[src/lmbc_consts.vh]
/*
 Constants of the link monitor and back-channel configuration slice:
 register indices, field positions, reset values and masks.
 Assumes byte address = 4 x register index on a 32-bit APB.
*/
`ifndef LMBC_CONSTS_VH
`define LMBC_CONSTS_VH

// Register indices (byte address is four times these)
`define LMBC_IDX_EQ_STAT 8'h3B
`define LMBC_IDX_THRESH 8'h41
`define LMBC_IDX_SPEED 8'h43
`define LMBC_IDX_BYPASS 8'h44
`define LMBC_IDX_PORT_SEL 8'h50
`define LMBC_IDX_INT_STS 8'h60
`define LMBC_IDX_INT_MSK 8'h61
`define LMBC_IDX_LOCK_STS 8'h62

// Reset values
`define LMBC_RST_THRESH 5'h03
`define LMBC_RST_SPEED 5'h00
`define LMBC_RST_BYPASS 8'h60

// Writable bits of the bypass register
`define LMBC_MSK_BYPASS 8'hEF

// Field positions
`define LMBC_THR_EN_BIT 4
`define LMBC_SPD_POCI_BIT 4
`define LMBC_SPD_CPOL_BIT 3
`define LMBC_BYP_BIT 0

// Back-channel speed mode codes
`define LMBC_MODE_NORMAL 3'h0
`define LMBC_MODE_GPIO1 3'h1
`define LMBC_MODE_GPIO2 3'h2
`define LMBC_MODE_GPIO4 3'h3
`define LMBC_MODE_FWD_SPI 3'h6
`define LMBC_MODE_REV_SPI 3'h7

// Interrupt bits
`define LMBC_INT_LOST 0
`define LMBC_INT_ERR 1
`endif

[src/lmbc_sync.v]
/*
 Two-stage synchroniser for a bundle of unrelated pin levels.
 Assumes each bit is a slow level; no bus coherency is kept.
*/
`timescale 1ns/1ns
module lmbc_sync #(
   parameter W = 8
) (
   input wire clk,
   input wire rst_n,
   input wire [W-1:0] d,
   output reg [W-1:0] q
);
   reg [W-1:0] meta_r;

   // First stage feeds only the second stage
   always @(posedge clk or negedge rst_n) begin
      if (!rst_n) begin
         meta_r <= {W{1'b0}};
         q <= {W{1'b0}};
      end else begin
         meta_r <= d;
         q <= meta_r;
      end
   end
endmodule

[src/lmbc_errcnt.v]
/*
 Link error accumulator with a trip flag.
 Assumes tick is a one-cycle pixel-clock enable and clr is a level.
*/
`timescale 1ns/1ns
module lmbc_errcnt #(
   parameter W = 4
) (
   input wire clk,
   input wire rst_n,
   input wire tick,
   input wire err,
   input wire cnt_en,
   input wire [W-1:0] thr,
   input wire clr,
   output reg trip,
   output reg [W-1:0] count
);
   wire [W:0] inc;

   assign inc = {1'b0, count} + {{W{1'b0}}, 1'b1};

   // Count only on pixel-clock ticks; saturate instead of wrapping
   always @(posedge clk or negedge rst_n) begin
      if (!rst_n) begin
         trip <= 1'b0;
         count <= {W{1'b0}};
      end else if (clr) begin
         trip <= 1'b0;
         count <= {W{1'b0}};
      end else if (tick && err && !trip) begin
         if (!cnt_en) begin
            trip <= 1'b1;
         end else begin
            if (inc >= {1'b0, thr}) begin
               trip <= 1'b1;
            end
            if (!inc[W]) begin
               count <= inc[W-1:0];
            end
         end
      end
   end
endmodule

[src/lmbc_top.v]
/*
 Link monitor and back-channel configuration slice with an APB slave:
 equalizer readback, link error threshold and lock, speed mode decode,
 SPI edge selection and peripheral-out driver control, interrupts.
 Assumes adaptive settings and POCI data come from logic on MCLK; all
 other link signals are pins and are synchronised here.
*/
`timescale 1ns/1ns
`include "lmbc_consts.vh"
module lmbc_top #(
   parameter EQ_W = 6,
   parameter THR_W = 4
) (
   input wire MCLK,
   input wire ARST_N,
   input wire PSEL,
   input wire PENABLE,
   input wire PWRITE,
   input wire [9:0] PADDR,
   input wire [31:0] PWDATA,
   output reg [31:0] PRDATA,
   output reg PREADY,
   output reg PSLVERR,
   input wire [EQ_W-1:0] AEQ_P0_SETTING,
   input wire [EQ_W-1:0] AEQ_P1_SETTING,
   output reg [EQ_W-1:0] EQ_P0_DRIVE,
   output reg [EQ_W-1:0] EQ_P1_DRIVE,
   input wire PIXEL_CLK_PIN,
   input wire FRAME_CLOCK_BIT_FIRST_ERR,
   input wire FRAME_CLOCK_BIT_SECOND_ERR,
   input wire AUXILIARY_CONTROL_LANE_ERR,
   input wire CDR_LOCK_PIN,
   output reg LOCK,
   input wire SPI_SCLK_PIN,
   input wire SPI_CS_PIN,
   input wire SPI_PICO_PIN,
   input wire POCI_DATA,
   output reg SPI_POCI_O,
   output reg SPI_POCI_OE,
   output reg SPI_RX_BIT,
   output reg SPI_RX_STB,
   output reg [2:0] BACKCHANNEL_SPEED_MODE,
   output reg [2:0] HS_GPIO_COUNT,
   output reg FWD_SPI_EN,
   output reg REV_SPI_EN,
   output reg IRQ
);
   // Reset release
   reg [1:0] rst_sync_r;
   wire rst_n;

   // Synchronised pins
   wire [7:0] pins_raw;
   wire [7:0] pins_s;
   wire pclk_s;
   wire err_any;
   wire cdr_lock_s;
   wire sclk_s;
   wire cs_s;
   wire pico_s;
   reg pclk_d_r;
   reg sclk_d_r;
   wire pclk_tick;
   wire sclk_rise;
   wire sclk_fall;

   // Software registers
   reg thr_en_r;
   reg [THR_W-1:0] thr_r;
   reg poci_sel_r;
   reg cpol_r;
   reg [2:0] mode_r;
   reg [7:0] byp0_r;
   reg [7:0] byp1_r;
   reg port1_r;
   reg [1:0] int_sts_r;
   reg [1:0] int_msk_r;

   // Bus decode
   wire setup;
   wire wr_acc;
   wire aligned;
   wire [7:0] idx;
   reg [7:0] rd_nxt;
   reg hit_nxt;

   // Equalizer settings
   wire [EQ_W-1:0] eq0;
   wire [EQ_W-1:0] eq1;
   wire [EQ_W-1:0] eq_sel;

   // Lock tracking
   wire trip;
   wire [THR_W-1:0] err_count;
   reg lost_r;
   wire lost_ev;
   wire err_ev;
   wire [1:0] int_set;
   wire [1:0] int_clr;

   // SPI edge and mode terms
   wire launch;
   wire capture;
   reg [2:0] hs_cnt_nxt;
   reg fwd_nxt;
   reg rev_nxt;

   // Async assert, clocked release of the internal reset
   always @(posedge MCLK or negedge ARST_N) begin
      if (!ARST_N) begin
         rst_sync_r <= 2'b00;
      end else begin
         rst_sync_r <= {rst_sync_r[0], 1'b1};
      end
   end
   assign rst_n = rst_sync_r[1];

   // All pin levels pass two flops before use
   assign pins_raw = {SPI_PICO_PIN, SPI_CS_PIN, SPI_SCLK_PIN, CDR_LOCK_PIN,
                      AUXILIARY_CONTROL_LANE_ERR, FRAME_CLOCK_BIT_SECOND_ERR,
                      FRAME_CLOCK_BIT_FIRST_ERR, PIXEL_CLK_PIN};

   lmbc_sync #(
      .W(8)
   ) u_sync (
      .clk(MCLK),
      .rst_n(rst_n),
      .d(pins_raw),
      .q(pins_s)
   );

   assign pclk_s = pins_s[0];
   assign err_any = |pins_s[3:1];
   assign cdr_lock_s = pins_s[4];
   assign sclk_s = pins_s[5];
   assign cs_s = pins_s[6];
   assign pico_s = pins_s[7];

   // Edge history of the slow clocks, taken after the synchroniser
   always @(posedge MCLK or negedge rst_n) begin
      if (!rst_n) begin
         pclk_d_r <= 1'b0;
         sclk_d_r <= 1'b0;
      end else begin
         pclk_d_r <= pclk_s;
         sclk_d_r <= sclk_s;
      end
   end

   // Recovered pixel clock becomes a one-cycle enable
   assign pclk_tick = pclk_s & ~pclk_d_r;
   assign sclk_rise = sclk_s & ~sclk_d_r;
   assign sclk_fall = ~sclk_s & sclk_d_r;

   // APB phases; zero wait states, so access equals the PREADY cycle
   assign setup = PSEL & ~PENABLE;
   assign wr_acc = PSEL & PENABLE & PWRITE & PREADY & ~PSLVERR;
   assign aligned = (PADDR[1:0] == 2'b00);
   assign idx = PADDR[9:2];

   // Bypass copies: stage one sits above stage two in the status
   assign eq0 = byp0_r[`LMBC_BYP_BIT] ? {byp0_r[3:1], byp0_r[7:5]}
                                     : AEQ_P0_SETTING;
   assign eq1 = byp1_r[`LMBC_BYP_BIT] ? {byp1_r[3:1], byp1_r[7:5]}
                                     : AEQ_P1_SETTING;
   assign eq_sel = port1_r ? eq1 : eq0;

   // Read mux; unused bit positions stay zero
   always @* begin
      rd_nxt = 8'h00;
      hit_nxt = aligned;
      case (idx)
         `LMBC_IDX_EQ_STAT: begin
            rd_nxt = {2'b00, eq_sel};
         end
         `LMBC_IDX_THRESH: begin
            rd_nxt = {3'b000, thr_en_r, thr_r};
         end
         `LMBC_IDX_SPEED: begin
            rd_nxt = {3'b000, poci_sel_r, cpol_r, mode_r};
         end
         `LMBC_IDX_BYPASS: begin
            rd_nxt = port1_r ? byp1_r : byp0_r;
         end
         `LMBC_IDX_PORT_SEL: begin
            rd_nxt = {7'h00, port1_r};
         end
         `LMBC_IDX_INT_STS: begin
            rd_nxt = {6'h00, int_sts_r};
         end
         `LMBC_IDX_INT_MSK: begin
            rd_nxt = {6'h00, int_msk_r};
         end
         `LMBC_IDX_LOCK_STS: begin
            rd_nxt = {err_count, 2'b00, lost_r, LOCK};
         end
         default: begin
            hit_nxt = 1'b0;
         end
      endcase
   end

   // Answer is registered in setup so every bus output is a flop
   always @(posedge MCLK or negedge rst_n) begin
      if (!rst_n) begin
         PRDATA <= 32'h00000000;
         PREADY <= 1'b0;
         PSLVERR <= 1'b0;
      end else if (setup) begin
         PRDATA <= (hit_nxt && !PWRITE) ? {24'h000000, rd_nxt} : 32'h00000000;
         PREADY <= 1'b1;
         PSLVERR <= ~hit_nxt;
      end else begin
         PREADY <= 1'b0;
         PSLVERR <= 1'b0;
      end
   end

   // Writable configuration; the status index is read-only
   always @(posedge MCLK or negedge rst_n) begin
      if (!rst_n) begin
         {thr_en_r, thr_r} <= `LMBC_RST_THRESH;
         {poci_sel_r, cpol_r, mode_r} <= `LMBC_RST_SPEED;
         byp0_r <= `LMBC_RST_BYPASS;
         byp1_r <= `LMBC_RST_BYPASS;
         port1_r <= 1'b0;
         int_msk_r <= 2'b00;
      end else if (wr_acc) begin
         case (idx)
            `LMBC_IDX_THRESH: begin
               thr_en_r <= PWDATA[`LMBC_THR_EN_BIT];
               thr_r <= PWDATA[THR_W-1:0];
            end
            `LMBC_IDX_SPEED: begin
               poci_sel_r <= PWDATA[`LMBC_SPD_POCI_BIT];
               cpol_r <= PWDATA[`LMBC_SPD_CPOL_BIT];
               mode_r <= PWDATA[2:0];
            end
            `LMBC_IDX_BYPASS: begin
               // Port select steers which copy takes the write
               if (port1_r) begin
                  byp1_r <= PWDATA[7:0] & `LMBC_MSK_BYPASS;
               end else begin
                  byp0_r <= PWDATA[7:0] & `LMBC_MSK_BYPASS;
               end
            end
            `LMBC_IDX_PORT_SEL: begin
               port1_r <= PWDATA[0];
            end
            `LMBC_IDX_INT_MSK: begin
               int_msk_r <= PWDATA[1:0];
            end
            default: begin
               port1_r <= port1_r;
            end
         endcase
      end
   end

   // Error accumulation restarts whenever the link relocks
   lmbc_errcnt #(
      .W(THR_W)
   ) u_errcnt (
      .clk(MCLK),
      .rst_n(rst_n),
      .tick(pclk_tick),
      .err(err_any),
      .cnt_en(thr_en_r),
      .thr(thr_r),
      .clr(~cdr_lock_s),
      .trip(trip),
      .count(err_count)
   );

   // Lock falls on trip and stays low until the recovery loop drops
   always @(posedge MCLK or negedge rst_n) begin
      if (!rst_n) begin
         lost_r <= 1'b0;
         LOCK <= 1'b0;
      end else begin
         lost_r <= trip;
         LOCK <= cdr_lock_s & ~trip;
      end
   end

   // Events: first cycle of loss, and any error at a pixel tick
   assign lost_ev = trip & ~lost_r;
   assign err_ev = pclk_tick & err_any;
   assign int_set = {err_ev, lost_ev};
   assign int_clr = (wr_acc && idx == `LMBC_IDX_INT_STS) ? PWDATA[1:0] : 2'b00;

   // Sticky status, write one to clear; a new event beats the clear
   always @(posedge MCLK or negedge rst_n) begin
      if (!rst_n) begin
         int_sts_r <= 2'b00;
         IRQ <= 1'b0;
      end else begin
         int_sts_r <= (int_sts_r & ~int_clr) | int_set;
         IRQ <= |(((int_sts_r & ~int_clr) | int_set) & int_msk_r);
      end
   end

   // Analog equalizer takes the same value software reads back
   always @(posedge MCLK or negedge rst_n) begin
      if (!rst_n) begin
         EQ_P0_DRIVE <= {EQ_W{1'b0}};
         EQ_P1_DRIVE <= {EQ_W{1'b0}};
      end else begin
         EQ_P0_DRIVE <= eq0;
         EQ_P1_DRIVE <= eq1;
      end
   end

   // Speed mode decode; reserved codes fall back to the normal frame
   always @* begin
      hs_cnt_nxt = 3'h0;
      fwd_nxt = 1'b0;
      rev_nxt = 1'b0;
      case (mode_r)
         `LMBC_MODE_NORMAL: begin
            hs_cnt_nxt = 3'h0;
         end
         `LMBC_MODE_GPIO1: begin
            hs_cnt_nxt = 3'h1;
         end
         `LMBC_MODE_GPIO2: begin
            hs_cnt_nxt = 3'h2;
         end
         `LMBC_MODE_GPIO4: begin
            hs_cnt_nxt = 3'h4;
         end
         `LMBC_MODE_FWD_SPI: begin
            fwd_nxt = 1'b1;
         end
         `LMBC_MODE_REV_SPI: begin
            rev_nxt = 1'b1;
         end
         default: begin
            hs_cnt_nxt = 3'h0;
         end
      endcase
   end

   // Registered mode outputs toward the back-channel framer
   always @(posedge MCLK or negedge rst_n) begin
      if (!rst_n) begin
         BACKCHANNEL_SPEED_MODE <= 3'h0;
         HS_GPIO_COUNT <= 3'h0;
         FWD_SPI_EN <= 1'b0;
         REV_SPI_EN <= 1'b0;
      end else begin
         BACKCHANNEL_SPEED_MODE <= mode_r;
         HS_GPIO_COUNT <= hs_cnt_nxt;
         FWD_SPI_EN <= fwd_nxt;
         REV_SPI_EN <= rev_nxt;
      end
   end

   // Edge choice by polarity; sampled edges lag the pin by 2 cycles
   assign launch = cpol_r ? sclk_rise : sclk_fall;
   assign capture = cpol_r ? sclk_fall : sclk_rise;

   // PICO capture only while selected in an SPI mode; POCI launch in reverse SPI mode, selected or not
   always @(posedge MCLK or negedge rst_n) begin
      if (!rst_n) begin
         SPI_POCI_O <= 1'b0;
         SPI_POCI_OE <= 1'b0;
         SPI_RX_BIT <= 1'b0;
         SPI_RX_STB <= 1'b0;
      end else begin
         if (rev_nxt && launch) begin
            SPI_POCI_O <= POCI_DATA;
         end
         // Bused peripherals need the driver off while unselected
         SPI_POCI_OE <= rev_nxt & (~poci_sel_r | cs_s);
         SPI_RX_STB <= (fwd_nxt | rev_nxt) & cs_s & capture;
         if ((fwd_nxt || rev_nxt) && cs_s && capture) begin
            SPI_RX_BIT <= pico_s;
         end
      end
   end
endmodule

[config.mk]
export PLATFORM = sky130hd
export DESIGN_NAME = lmbc_top
export DESIGN_NICKNAME = d
export VERILOG_FILES = /design/src/lmbc_sync.v /design/src/lmbc_errcnt.v /design/src/lmbc_top.v
export VERILOG_INCLUDE_DIRS = /design/src
export SDC_FILE = /design/constraint.sdc
export NUM_CORES = 1
export LEC_CHECK = 0
export ABC_CLOCK_PERIOD_IN_PS = 4100
export BUFFER_PORTS_ARGS = -buffer_cell sky130_fd_sc_hd__buf_2
export CAP_MARGIN = 25
export CORE_ASPECT_RATIO = 0.8
export CORE_MARGIN = 2
export CORE_UTILIZATION = 25
export CTS_CLUSTER_SIZE = 30
export DETAILED_ROUTE_END_ITERATION = 7
export PLACE_DENSITY_LB_ADDON = 0.05
export SLEW_MARGIN = 5
export SYNTH_ARGS = -nofsm -noshare
export SYNTH_HDL_FRONTEND = slang
export SYNTH_HIERARCHICAL = 1
export SYNTH_SLANG_ARGS = --single-unit
[constraint.sdc]
create_clock -name MCLK -period 4.1 [get_ports MCLK]
set_clock_uncertainty 0.2 [all_clocks]
set_input_delay 0.205 -clock MCLK [delete_from_list [all_inputs] [get_ports MCLK]]
set_output_delay 0.205 -clock MCLK [all_outputs]
set_load 0.02 [all_outputs]
# == Yosys cells after proc, flatten, opt, wreduce, memory -nomap -nowiden ==
# Cells that the tools add are included.
# op_classes
mux,23
n_addsub,1
n_lt_le_gt_ge,1
n_eq_ne,17
n_reduce_logical,22
bitwise_logic,30
# ops
cell,n
case mux 8 bit (8 select lines),1
"equality test 8 x 7 -> 1 bit, second input constant",7
two-way mux 6 bit,3
two-way mux 4 bit,4
two-way mux 8 bit,2
bitwise AND 1 bit,14
two-way mux 1 bit,11
inverter 1 bit,10
AND reduction 2 bit,5
case mux 3 bit (3 select lines),1
AND reduction 3 bit,3
"equality test 8 x 6 -> 1 bit, second input constant",1
OR reduction 8 bit,1
logical AND 1 bit,7
"equality test 3 x 2 -> 1 bit, second input constant",2
"equality test 3 bit, second input constant",2
"adder 4 x 1 -> 5 bit, second input constant",1
greater-or-equal comparator 5 x 4 -> 1 bit,1
bitwise AND 2 bit,2
"!= test 2 bit, second input constant",2
"equality test 3 x 1 -> 1 bit, second input constant",1
"!= test 3 x 2 -> 1 bit, second input constant",1
OR reduction 3 bit,1
logical NOT 1 bit,2
other kinds (8),9
# word_totals
register_bits,115
out_inout_bits,60
input_bits,68
word_cells,127

# == Longest topological paths before layout ==
# Gate-level depths: netlist (run 1).
# depth
word_depth,11
mapped_depth,6
depth_no_buf,6

# == By module ==
# Netlist (run 1), hierarchy kept.
# modules_own_cells
module,cells_each,area_each_um2,seq_area_each_um2,n_inst
lmbc_top,275,3303.2,1759.2,1
lmbc_sync,16,400.4,400.4,1
lmbc_errcnt,36,382.9,125.1,1

# == Least setup slack after synthesis (run 1) ==
# OpenSTA, ideal clock, no wires.
# synth_timing
path_kind,in2reg
from,input port PADDR[6]
to,register byp0_r[0]
setup_time_ps,125
slack_ps,1723
t_arrival_ps,2052
cell_stages,5
required_time_ps,3775
path_buffers,1
path_cell_list,or4b_4 -> or4_1 -> buf_2 -> nor3b_4 -> mux2_2
# synth_between
elab_chain_len,2
# synth_rtl
element,line,source
from (decl),lmbc_top.v:19,"input wire [9:0] PADDR,"
equality test 8 x 7 -> 1 bit,lmbc_top.v:229,case (idx)
AND reduction 3 bit (no line),-,
to (signal assigned),lmbc_top.v:224,byp0_r <= `LMBC_RST_BYPASS;
to (signal assigned),lmbc_top.v:244,byp0_r <= PWDATA[7:0] & `LMBC_MSK_BYPASS;
to (decl),lmbc_top.v:73,reg [7:0] byp0_r;
# Every way passes these cells.
# A chain may end at the register's enable or synchronous reset.

# == Worst setup path in the final report (run 1) ==
# layout_timing
from,input port PADDR[3]
to,register PRDATA[0]
# layout_between
elab_chain_len,5
word_cells_on_any_way,13
cone_classes,eq/ne: 8; mux: 3; reduce/logical: 2
# layout_rtl
element,line,source
equality test 8 x 7 -> 1 bit / equality test 8 x 6 -> 1 bit (equally long branches),lmbc_top.v:172,case (idx)
OR reduction 8 bit (no line),-,
two-way mux 1 bit,lmbc_top.v:172,
logical AND 1 bit,lmbc_top.v:210,"PRDATA <= (hit_nxt && !PWRITE) ? {24'h000000, rd_nxt} : 32'h00000000;"
two-way mux 8 bit (*),lmbc_top.v:210,
to (signal assigned),lmbc_top.v:210,
to (decl),lmbc_top.v:21,"output reg [31:0] PRDATA,"
# Every way passes the cells marked *; elsewhere a longest branch is shown, timed or not.

==> impl_metrics.yaml, run 1 <==
setup_path:
  criticalPathCategory: "in -> reg"
  slowest_stage: "nor4b_1"
  cp-start-kind: "input pin"
  path_cells: "buf_2, nand2_1, nor4b_1, o21ai_1, a311oi_2, a2bb2oi_1"
  crit_required_ns: 4.17
  worstSetupEndpointType: "flop"
  reg2reg_slack_ns: 1.89
  arrival_ns: 2.52
  r2r-start: "port1_r"
  reg2regPathDepth: 4
  r2r_end: "PRDATA[1]"
  worstPathMaxFanout: 8
  cpPeakStageDelay_ns: 0.78
logic_synthesis:
  synth_edf_count: 0
  ys_warn_count: 6
  synth_cell_types: 59
  synthCells: 327
  ys_ff_latch: 91
  ys.flop_type: "dfrtp_1"
  ys_seq_area_share_pct: 55.9
  syn_area_per_cell_um2: 12.5
  async_flop_share_pct: 100
  synth_area_mm2: 0.00409
cells_and_area:
  drive_gt1_share_pct: 35.1
  regArea_mm2: 0.00229
  multi_input_comb_area_mm2: 0.00164
  antenna_cells: 0
  num-nets-final: 512
  syn_to_final_growth_pct: 28.6
  fillers: 1658
  fin_cells: 659
detailed_routing:
  routedWlPerCell_um: 16.0
  routed_wl_mm: 10.5
  route.detailed.drc: 0
  viasPerCell: 4.22
  ant_nets: 0
  drt-initial-drc-count: 117
  dr.pass1.iters: 4
  dr_total_vias: 2781
timing:
  period_share_pct: 59.9
  hold_violations: 0
  fin_tns_setup_ns: 0
  post-route-min-period_ns: 2.46
  setup_viol: 0
  drv_slew: 0
  holdWs_ns: 0.0378
  max_freq_mhz: 407
  slew_headroom_pct: 37.2
  tightest_slew_ns: 0.933
  rsz0062_at_grt: "false"
grt:
  grt_pass1_wl_mm: 16.6
  antenna_found_initial: 0
  grt_usage_pct: 12.5
  grt_max_degree: 56
  overflow: 0
  grt_pass1_vias: 2858
clocking:
  numCtsBuffers: 9
  htree_levels: 3
  cts.clk_slew.worst_paths_ns: 0.06
  clkLatencyLatePin_ns: 0.35
  cts_root_buffer: "clkbuf_16"
  cts_num_sinks: 91
  clockBufferDepth: 2
  tritoncts: "done"
outcome:
  status: "finished clean"
die:
  coreArea_mm2: 0.0159
  die_y_um: 118
  start_util_pct: 25.7
  die_x_um: 147
  row_count: 41
  dieArea_mm2: 0.0174
  io-pin-count: 128
pwr:
  ir_drop_mv: 0.235
  p_leak_nw: 2.44
  p_per_area_mw_per_mm2: 375
place:
  dp_hpwl_mm: 7.68
  portBuffers: 79
  place_congestion: 0.799
  dp_cells: 615
min_path:
  hold_depth: 2
  min_path_type: "in -> reg"
  min_from: "PWDATA[1]"
  hold_end: "mode_r[1]"
run:
  maxCapViolations: 0
[per-stage QoR]
stage          util (%)  power [mW]  cell area, µm²  setup slack (ns)
2_1_floorplan         -        1.03            4170              1.19
3_3_place_gp       29.2        1.07            4650              1.26
3_5_place_dp       29.2        1.07            4650              1.25
4_1_cts            33.0        2.01            5250              1.61
5_1_grt            33.0        2.05            5250              1.34
6_report           33.0        1.97            5250              1.64
[kinds of logic after synthesis]
group	synth area share, %
flip-flops	55.9
AND/OR/NAND/NOR	13.4
multiplexers	14.3
buffers and inverters	6.12
AO/OA/AOI/OAI	7.50
adder cells (fa/ha/maj)	1.53
XOR/XNOR	1.07
other	0.184
[report_power, final]
| group | switching (mW) | internal, mW | leakage [nW] |
|---|---|---|---|
| registers | 0.0192 | 0.918 | 1.15 |
| logic | 0.0787 | 0.0537 | 1.13 |
| clock network | 0.348 | 0.552 | 0.153 |
[area by class of cell]
| class | instances | share of cell area [%] |
|---|---|---|
| clock buffer | 12 | 4.69 |
| clock inverter | 4 | 1.45 |
| inverter | 10 | 0.714 |
| multi-input combinational | 217 | 31.2 |
| sequential | 91 | 43.6 |
| tap | 215 | 5.12 |
| timing repair buffer | 110 | 13.3 |
[how the worst max path moves through the flow]
stage / to / start / slack [ns] / cells after the start
6_report: PRDATA[0] / PADDR[3] / 1.64 / 6
3_3_place_gp: PRDATA[0] / PADDR[3] / 1.26 / 6
2_1_floorplan: BACKCHANNEL_SPEED_MODE[0] / rst_sync_r[1] / 1.19 / 0
4_1_cts: PRDATA[0] / PADDR[3] / 1.61 / 6
5_1_grt: PRDATA[0] / PADDR[3] / 1.34 / 6
3_5_place_dp: PRDATA[0] / PADDR[3] / 1.25 / 6
[sequential cells by signal (all words and copies together) (netlist names), 4 cells and up]
signal	cells
PRDATA	8
u_sync/meta_r	8
u_sync/q	8
byp0_r	7
byp1_r	7
EQ_P0_DRIVE	6
EQ_P1_DRIVE	6
thr_r	4
u_errcnt/count	4
[cells in the mapped netlist, types with 2 or more instances]
cell,n,area share (%)
nor3b_1,3,0.55
mux2_2,42,12
or3_1,3,0.46
dfrtp_1,85,52
nand3_1,4,0.49
o21ai_0,6,0.73
conb_1,2,0.18
dfstp_2,6,3.9
inv_1,10,0.92
nor2_1,21,1.9
nor3_1,4,0.49
nand4_1,2,0.31
buf_2,2,0.24
a22o_1,10,2.1
o2111ai_1,2,0.43
o211ai_1,2,0.37
a21oi_1,3,0.37
buf_4,24,4.4
nand2b_1,6,0.92
or4_1,2,0.37
xnor2_1,4,0.86
nor4b_1,2,0.43
clkbuf_1,5,0.46
ha_1,5,1.5
or4b_2,2,0.49
and3_1,2,0.31
a32o_1,2,0.49
nor2b_1,2,0.31
nand2_1,19,1.7
nor4_1,5,0.77
mux2i_1,11,2.7
a22oi_1,2,0.37
[layer usage]
layer	up-vias	track usage (%)	wire length (µm)
met5	-	0	0
met4	0	4.15	153
li1	1350	-	-
met1	1354	18.2	5480
met3	11	3.55	446
met2	66	17.8	4440
[cells in the final DEF, fill, tap and decap left out, drive strengths merged, types with 5 or more instances in the layout]
cell and instances:
a22o 10, inv 10, dfstp 6, nand3 5, dlygate4sd3 28, o21ai 7
clkbuf 12, nand2 19, conb 25, mux2i 11, ha 5, nor2 21
nand2b 6, dfrtp 85, mux2 42, nor3 5, nor4 5, buf 82
nor3b 5
[critical path: cells and delay by family]
kind / cells / cell delay (ns)
AO/OA/AOI/OAI: 3 / 1.18
AND/OR/NAND/NOR: 2 / 0.92
buffers and inverters: 1 / 0.20
[timing repair]
| item | 4_1_cts | 5_1_grt |
|---|---|---|
| buffers inserted | 0 | 0 |
| hold endpoints to repair | 38 | 0 |
| hold buffers | 28 | 0 |
| resized for setup | 0 | 0 |
(Power assumes the default switching activity.)
==> run 2, diff against run 1 <==
--- a/config.mk
+++ b/config.mk
@@ -6,7 +6,7 @@
 export SDC_FILE = /design/constraint.sdc
 export NUM_CORES = 1
 export LEC_CHECK = 0
-export ABC_CLOCK_PERIOD_IN_PS = 4100
+export ABC_CLOCK_PERIOD_IN_PS = 2050
 export BUFFER_PORTS_ARGS = -buffer_cell sky130_fd_sc_hd__buf_2
 export CAP_MARGIN = 25
 export CORE_ASPECT_RATIO = 0.8
==> constraint.sdc (replaced) <==
create_clock -name MCLK -period 2.05 [get_ports MCLK]
set_clock_uncertainty 0.2 [all_clocks]
set_input_delay 0.1025 -clock MCLK [delete_from_list [all_inputs] [get_ports MCLK]]
set_output_delay 0.1025 -clock MCLK [all_outputs]
set_load 0.02 [all_outputs]
==> run 2 against run 1 <==
Net effect:
- flip-flop and latch count unchanged
- routed wire length is 5.5% higher
- die area unchanged
- non-clock buffer count up 45
- critical path depth unchanged
- combinational power rose by 140%
- setup slack lost 1.6 ns
==> impl_metrics.yaml, run 2 (synthesis results as in run 1) <==
timing:
  max_freq_mhz: 499
  post-route-min-period_ns: 2.00
  layout_setup_ws_ns: 0.0473
  drv_slew: 0
  holdWs_ns: 0.0288
  hold_violations: 0
  setup_viol: 0
  fin_tns_setup_ns: 0
  rsz0062_at_grt: "false"
  period_share_pct: 97.7
detailed_routing:
  route.detailed.drc: 0
  drt-initial-drc-count: 113
  routed_wl_mm: 11.1
  dr_total_vias: 2985
  ant_nets: 0
  dr.pass1.iters: 4
  viasPerCell: 4.24
  routedWlPerCell_um: 15.8
grt:
  grt_pass1_wl_mm: 17.4
  use_met1_pct: 19.6
  grt_usage_pct: 13.2
  antenna_found_initial: 0
  grt_max_degree: 34
  busiest_layer: "met1"
  overflow: 0
  use_met3_pct: 3.17
  grtUsageMet2_pct: 18.7
  grt_pass1_vias: 2997
setup_path:
  worstPathMaxFanout: 7
  cpPeakStageDelay_ns: 0.56
  slowest_stage: "or4_1"
  path_cells: "buf_2, or4b_4, or4_1, nor3b_4, buf_4, mux2_2"
  criticalPathCategory: "in -> reg"
  cp-start-kind: "input pin"
  worstSetupEndpointType: "flop"
  crit_required_ns: 2.08
  path_delay_family: "simple AND/OR/NAND/NOR gates"
  worst-path-buf-inv: 2
  arrival_ns: 2.03
die:
  io-pin-count: 128
  dieArea_mm2: 0.0174
  die_x_um: 147
  row_count: 41
  start_util_pct: 25.7
  coreArea_mm2: 0.0159
  die_y_um: 118
place:
  place_congestion: 0.775
  dp_slack_ns: -0.332
  dp_hpwl_mm: 8.41
  portBuffers: 79
pwr:
  fin_total_pwr_mw: 3.89
  p_leak_nw: 2.65
  ir_drop_mv: 0.357
  p_per_area_mw_per_mm2: 695
run:
  maxCapViolations: 0
cells_and_area:
  fillers: 1622
  multi_input_comb_area_mm2: 0.00164
  num-nets-final: 557
  regArea_mm2: 0.00229
  antenna_cells: 0
  mostFrequentLayoutCells: "dfrtp_1, buf_2, mux2_2, buf_4, dlygate4sd3_1"
  final_common_cell: "dfrtp_1"
  syn_to_final_growth_pct: 37.2
  drive_gt1_share_pct: 40.3
  top_regs: "PRDATA (8), u_sync/meta_r (8), u_sync/q (8)"
clocking:
  clockBufferDepth: 2
  cts_root_buffer: "clkbuf_16"
  clkLatencyLatePin_ns: 0.35
  cts.clk_slew.worst_paths_ns: 0.07
  htree_levels: 3
  numCtsBuffers: 9
  cts_resized: 0
  cts_num_sinks: 91
  tritoncts: "done"
min_path:
  min_path_type: "in -> reg"
outcome:
  status: "finished clean"
run 2: layout make-up:
cell class                 instances  share of cell area (%)
inverter                          10                   0.669
tap                              215                    4.80
clock buffer                      11                    4.33
sequential                        91                    40.8
timing repair buffer             155                    19.0
multi-input combinational        217                    29.3
clock inverter                     5                    1.12
run 2: path summary, 6_finish.rpt:
kind / start / endpoint / slack (ns) / depth (start not counted)
min: PADDR[1] / PSLVERR / 0.03 / 5
max reg2reg: byp0_r[0] / PRDATA[1] / 0.13 / 5
min reg2reg: rst_sync_r[1] / u_sync/meta_r[2] / 0.06 / 0
min in group asynchronous: rst_sync_r[1] / u_sync/meta_r[2] / 0.06 / 0
max: PADDR[6] / byp0_r[2] / 0.05 / 6
max in group asynchronous: rst_sync_r[1] / SPI_POCI_OE / 0.98 / 1
run 2: power by group:
group          internal, mW  leakage [nW]  switching (mW)  total [mW]
logic                 0.139          1.36           0.181       0.320
clock network         0.985         0.142           0.725        1.71
registers              1.84          1.15          0.0283        1.86
run 2: through the flow:
step / instance area, µm² / cells / util, %
finish: 5610 / 704 / 35.3
global route: 5610 / 704 / 35.3
CTS: 5610 / 704 / 35.3
detailed placement: 4960 / 654 / 31.2
global placement: 4960 / 654 / 31.2
floorplan: 4180 / 350 / -
run 2: tightest hold or removal path, delay by kind of cell:
family                 cells  cell delay (ns)
AND/OR/NAND/NOR            3             0.23
AO/OA/AOI/OAI              1             0.12
buffers and inverters      1             0.08
run 2: per-layer routing:
| metal | share of wire, % | vias up |
|---|---|---|
| li1 | - | 1439 |
| met5 | 0 | - |
| met4 | 1.1 | 0 |
| met2 | 43 | 73 |
| met3 | 4.0 | 9 |
| met1 | 52 | 1464 |
run 2: what timing repair did:
| item | in CTS | in global routing |
|---|---|---|
| hold buffers | 34 | 0 |
| buffers inserted | 0 | 0 |
| endpoints found under the hold margin | 46 | 0 |
==> run 3, diff against run 2 <==
--- a/config.mk
+++ b/config.mk
@@ -6,12 +6,12 @@
 export SDC_FILE = /design/constraint.sdc
 export NUM_CORES = 1
 export LEC_CHECK = 0
-export ABC_CLOCK_PERIOD_IN_PS = 2050
+export ABC_CLOCK_PERIOD_IN_PS = 1610
 export BUFFER_PORTS_ARGS = -buffer_cell sky130_fd_sc_hd__buf_2
 export CAP_MARGIN = 25
 export CORE_ASPECT_RATIO = 0.8
 export CORE_MARGIN = 2
-export CORE_UTILIZATION = 25
+export CORE_UTILIZATION = 46
 export CTS_CLUSTER_SIZE = 30
 export DETAILED_ROUTE_END_ITERATION = 7
 export PLACE_DENSITY_LB_ADDON = 0.05
==> constraint.sdc (replaced) <==
create_clock -name MCLK -period 1.61 [get_ports MCLK]
set_clock_uncertainty 0.2 [all_clocks]
set_input_delay 0 -clock MCLK [delete_from_list [all_inputs] [get_ports MCLK]]
set_output_delay 0 -clock MCLK [all_outputs]
set_load 0.02 [all_outputs]
==> run 3 against run 2 <==
Net effect:
- the run now ends with hold timing, setup timing left
- via count is 8.0% higher
- global-route usage increased by 9.5 points
- combinational power up 45%
- worst hold slack worse by 0.25 ns
- routed wire length down 4.2%
- critical path type is now reg -> reg
==> impl_metrics.yaml, run 3 (synthesis results as in run 1) <==
detailed_routing:
  drt-initial-drc-count: 139
  wl_met3_um: 572
  dr_total_vias: 3224
  highest_layer: "met4"
  route.detailed.drc: 0
  viasPerCell: 5.06
  met1_length_mm: 5.13
  ant_nets: 0
  dr.pass1.iters: 4
  routedWlPerCell_um: 16.7
  dr_wl_met2_mm: 4.77
  routed_wl_mm: 10.6
timing:
  drv_slew: 0
  tightest_slew_ns: 0.551
  post-route-min-period_ns: 1.88
  max_freq_mhz: 533
  slew_headroom_pct: 62.9
  rsz0062_at_grt: "true"
  hold_violations: 2
  layout_setup_ws_ns: -0.266
  period_share_pct: 116
  holdWs_ns: -0.221
  setup_viol: 37
cells_and_area:
  final_common_cell: "dfrtp_1"
  syn_to_final_growth_pct: 50.4
  drive_gt1_share_pct: 52.8
  fillers: 608
  mostFrequentLayoutCells: "dfrtp_1, buf_2, buf_4, dlygate4sd3_1, conb_1"
  num-nets-final: 594
  multi_input_comb_area_mm2: 0.00203
  top_regs: "PRDATA (8), u_sync/meta_r (8), u_sync/q (8)"
  regArea_mm2: 0.00229
  antenna_cells: 0
clocking:
  cts.clk_slew.worst_paths_ns: 0.08
  htree_levels: 3
  holdBufCountCts: 35
  numCtsBuffers: 9
  clkLatencyLatePin_ns: 0.35
  tritoncts: "done"
  cts_root_buffer: "clkbuf_8"
  cts_num_sinks: 91
  clockBufferDepth: 2
setup_path:
  cp-start-kind: "flop"
  crit_required_ns: 1.66
  arrival_ns: 1.92
  worstSetupEndpointType: "flop"
  worstPathMaxFanout: 2
  reg2regPathDepth: 5
  criticalPathCategory: "reg -> reg"
grt:
  antenna_found_initial: 0
  grt_max_degree: 39
  overflow: 0
  grt_pass1_vias: 3072
  grt_usage_pct: 22.7
  grt_pass1_wl_mm: 16.2
die:
  dieArea_mm2: 0.00966
  die_x_um: 109
  row_count: 30
  io-pin-count: 128
  coreArea_mm2: 0.00856
  die_y_um: 88.3
  start_util_pct: 47.7
run:
  maxCapViolations: 0
pwr:
  p_leak_nw: 2.97
  ir_drop_mv: 0.595
  fin_total_pwr_mw: 4.64
  p_per_area_mw_per_mm2: 755
place:
  dp_hpwl_mm: 7.54
  portBuffers: 79
  place_congestion: 0.890
  dp_slack_ns: -0.644
outcome:
  status: "finished, violations left"
  violations: "hold timing, setup timing"
min_path:
  min_path_type: "in -> reg"
  hold_depth: 3
run 3: cell types whose count changed in the layout (fill, tap and decap cells not counted), sizes merged:
cell,change
buf,+36
bufinv,+2
clkbuf,-2
clkinv,-1
dlygate4sd3,+1
run 3: what timing repair did:
action                                 in CTS  in global routing
setup endpoints to repair                  41                 45
buffers inserted                            4                  4
endpoints found under the hold margin      62                  2
resized for setup                          37                 44
cloned                                      0                  0
pin swaps                                   9                 21
run 3: worst max-delay path, cell delays in order, from the launching register on:
cell,delay (ns)
dfrtp_1,0.41
mux2_4,0.31
mux2_4,0.30
a221oi_4,0.23
o31ai_2,0.13
a22o_1,0.19
run 3: layout make-up:
cell class,instances,area share (%)
flip-flops and latches,91,37.3
multi-input cells,217,33.0
repair buffers,192,22.9
well taps,112,2.28
clock buffers,9,2.02
clock inverters,6,1.85
inverters,10,0.611
run 3: path summary, 6_finish.rpt:
path	start	to	slack, ns
min in group asynchronous	rst_sync_r[1]	sclk_d_r	0.05
worst max-delay path	byp0_r[0]	PRDATA[1]	-0.27
worst min register to register	rst_sync_r[1]	sclk_d_r	0.05
worst min-delay path	AEQ_P0_SETTING[1]	EQ_P0_DRIVE[1]	-0.22
max in group asynchronous	rst_sync_r[1]	byp1_r[5]	0.60
worst max register to register	byp0_r[0]	PRDATA[1]	-0.27
run 3: per-stage QoR:
step	setup TNS (ns)	instances	util, %	cell area [µm²]
after floorplan	-6.43	350	-	4280
after global placement	-14.31	579	60.0	5130
after global routing	-7.29	637	71.8	6150
after CTS	-5.45	633	69.3	5930
after detailed placement	-14.85	579	60.0	5130
final	-5.48	637	71.8	6150
run 3: power breakdown:
part,switching (mW),internal (mW)
sequential,0.0368,2.34
clock,0.777,1.03
combinational,0.248,0.217
total,1.06,3.58
run 3: per-layer routing:
layer	track usage, %	vias up
li1	-	1519
met2	34.1	109
met5	0	-
met4	7.48	0
met3	4.20	16
met1	33.3	1580
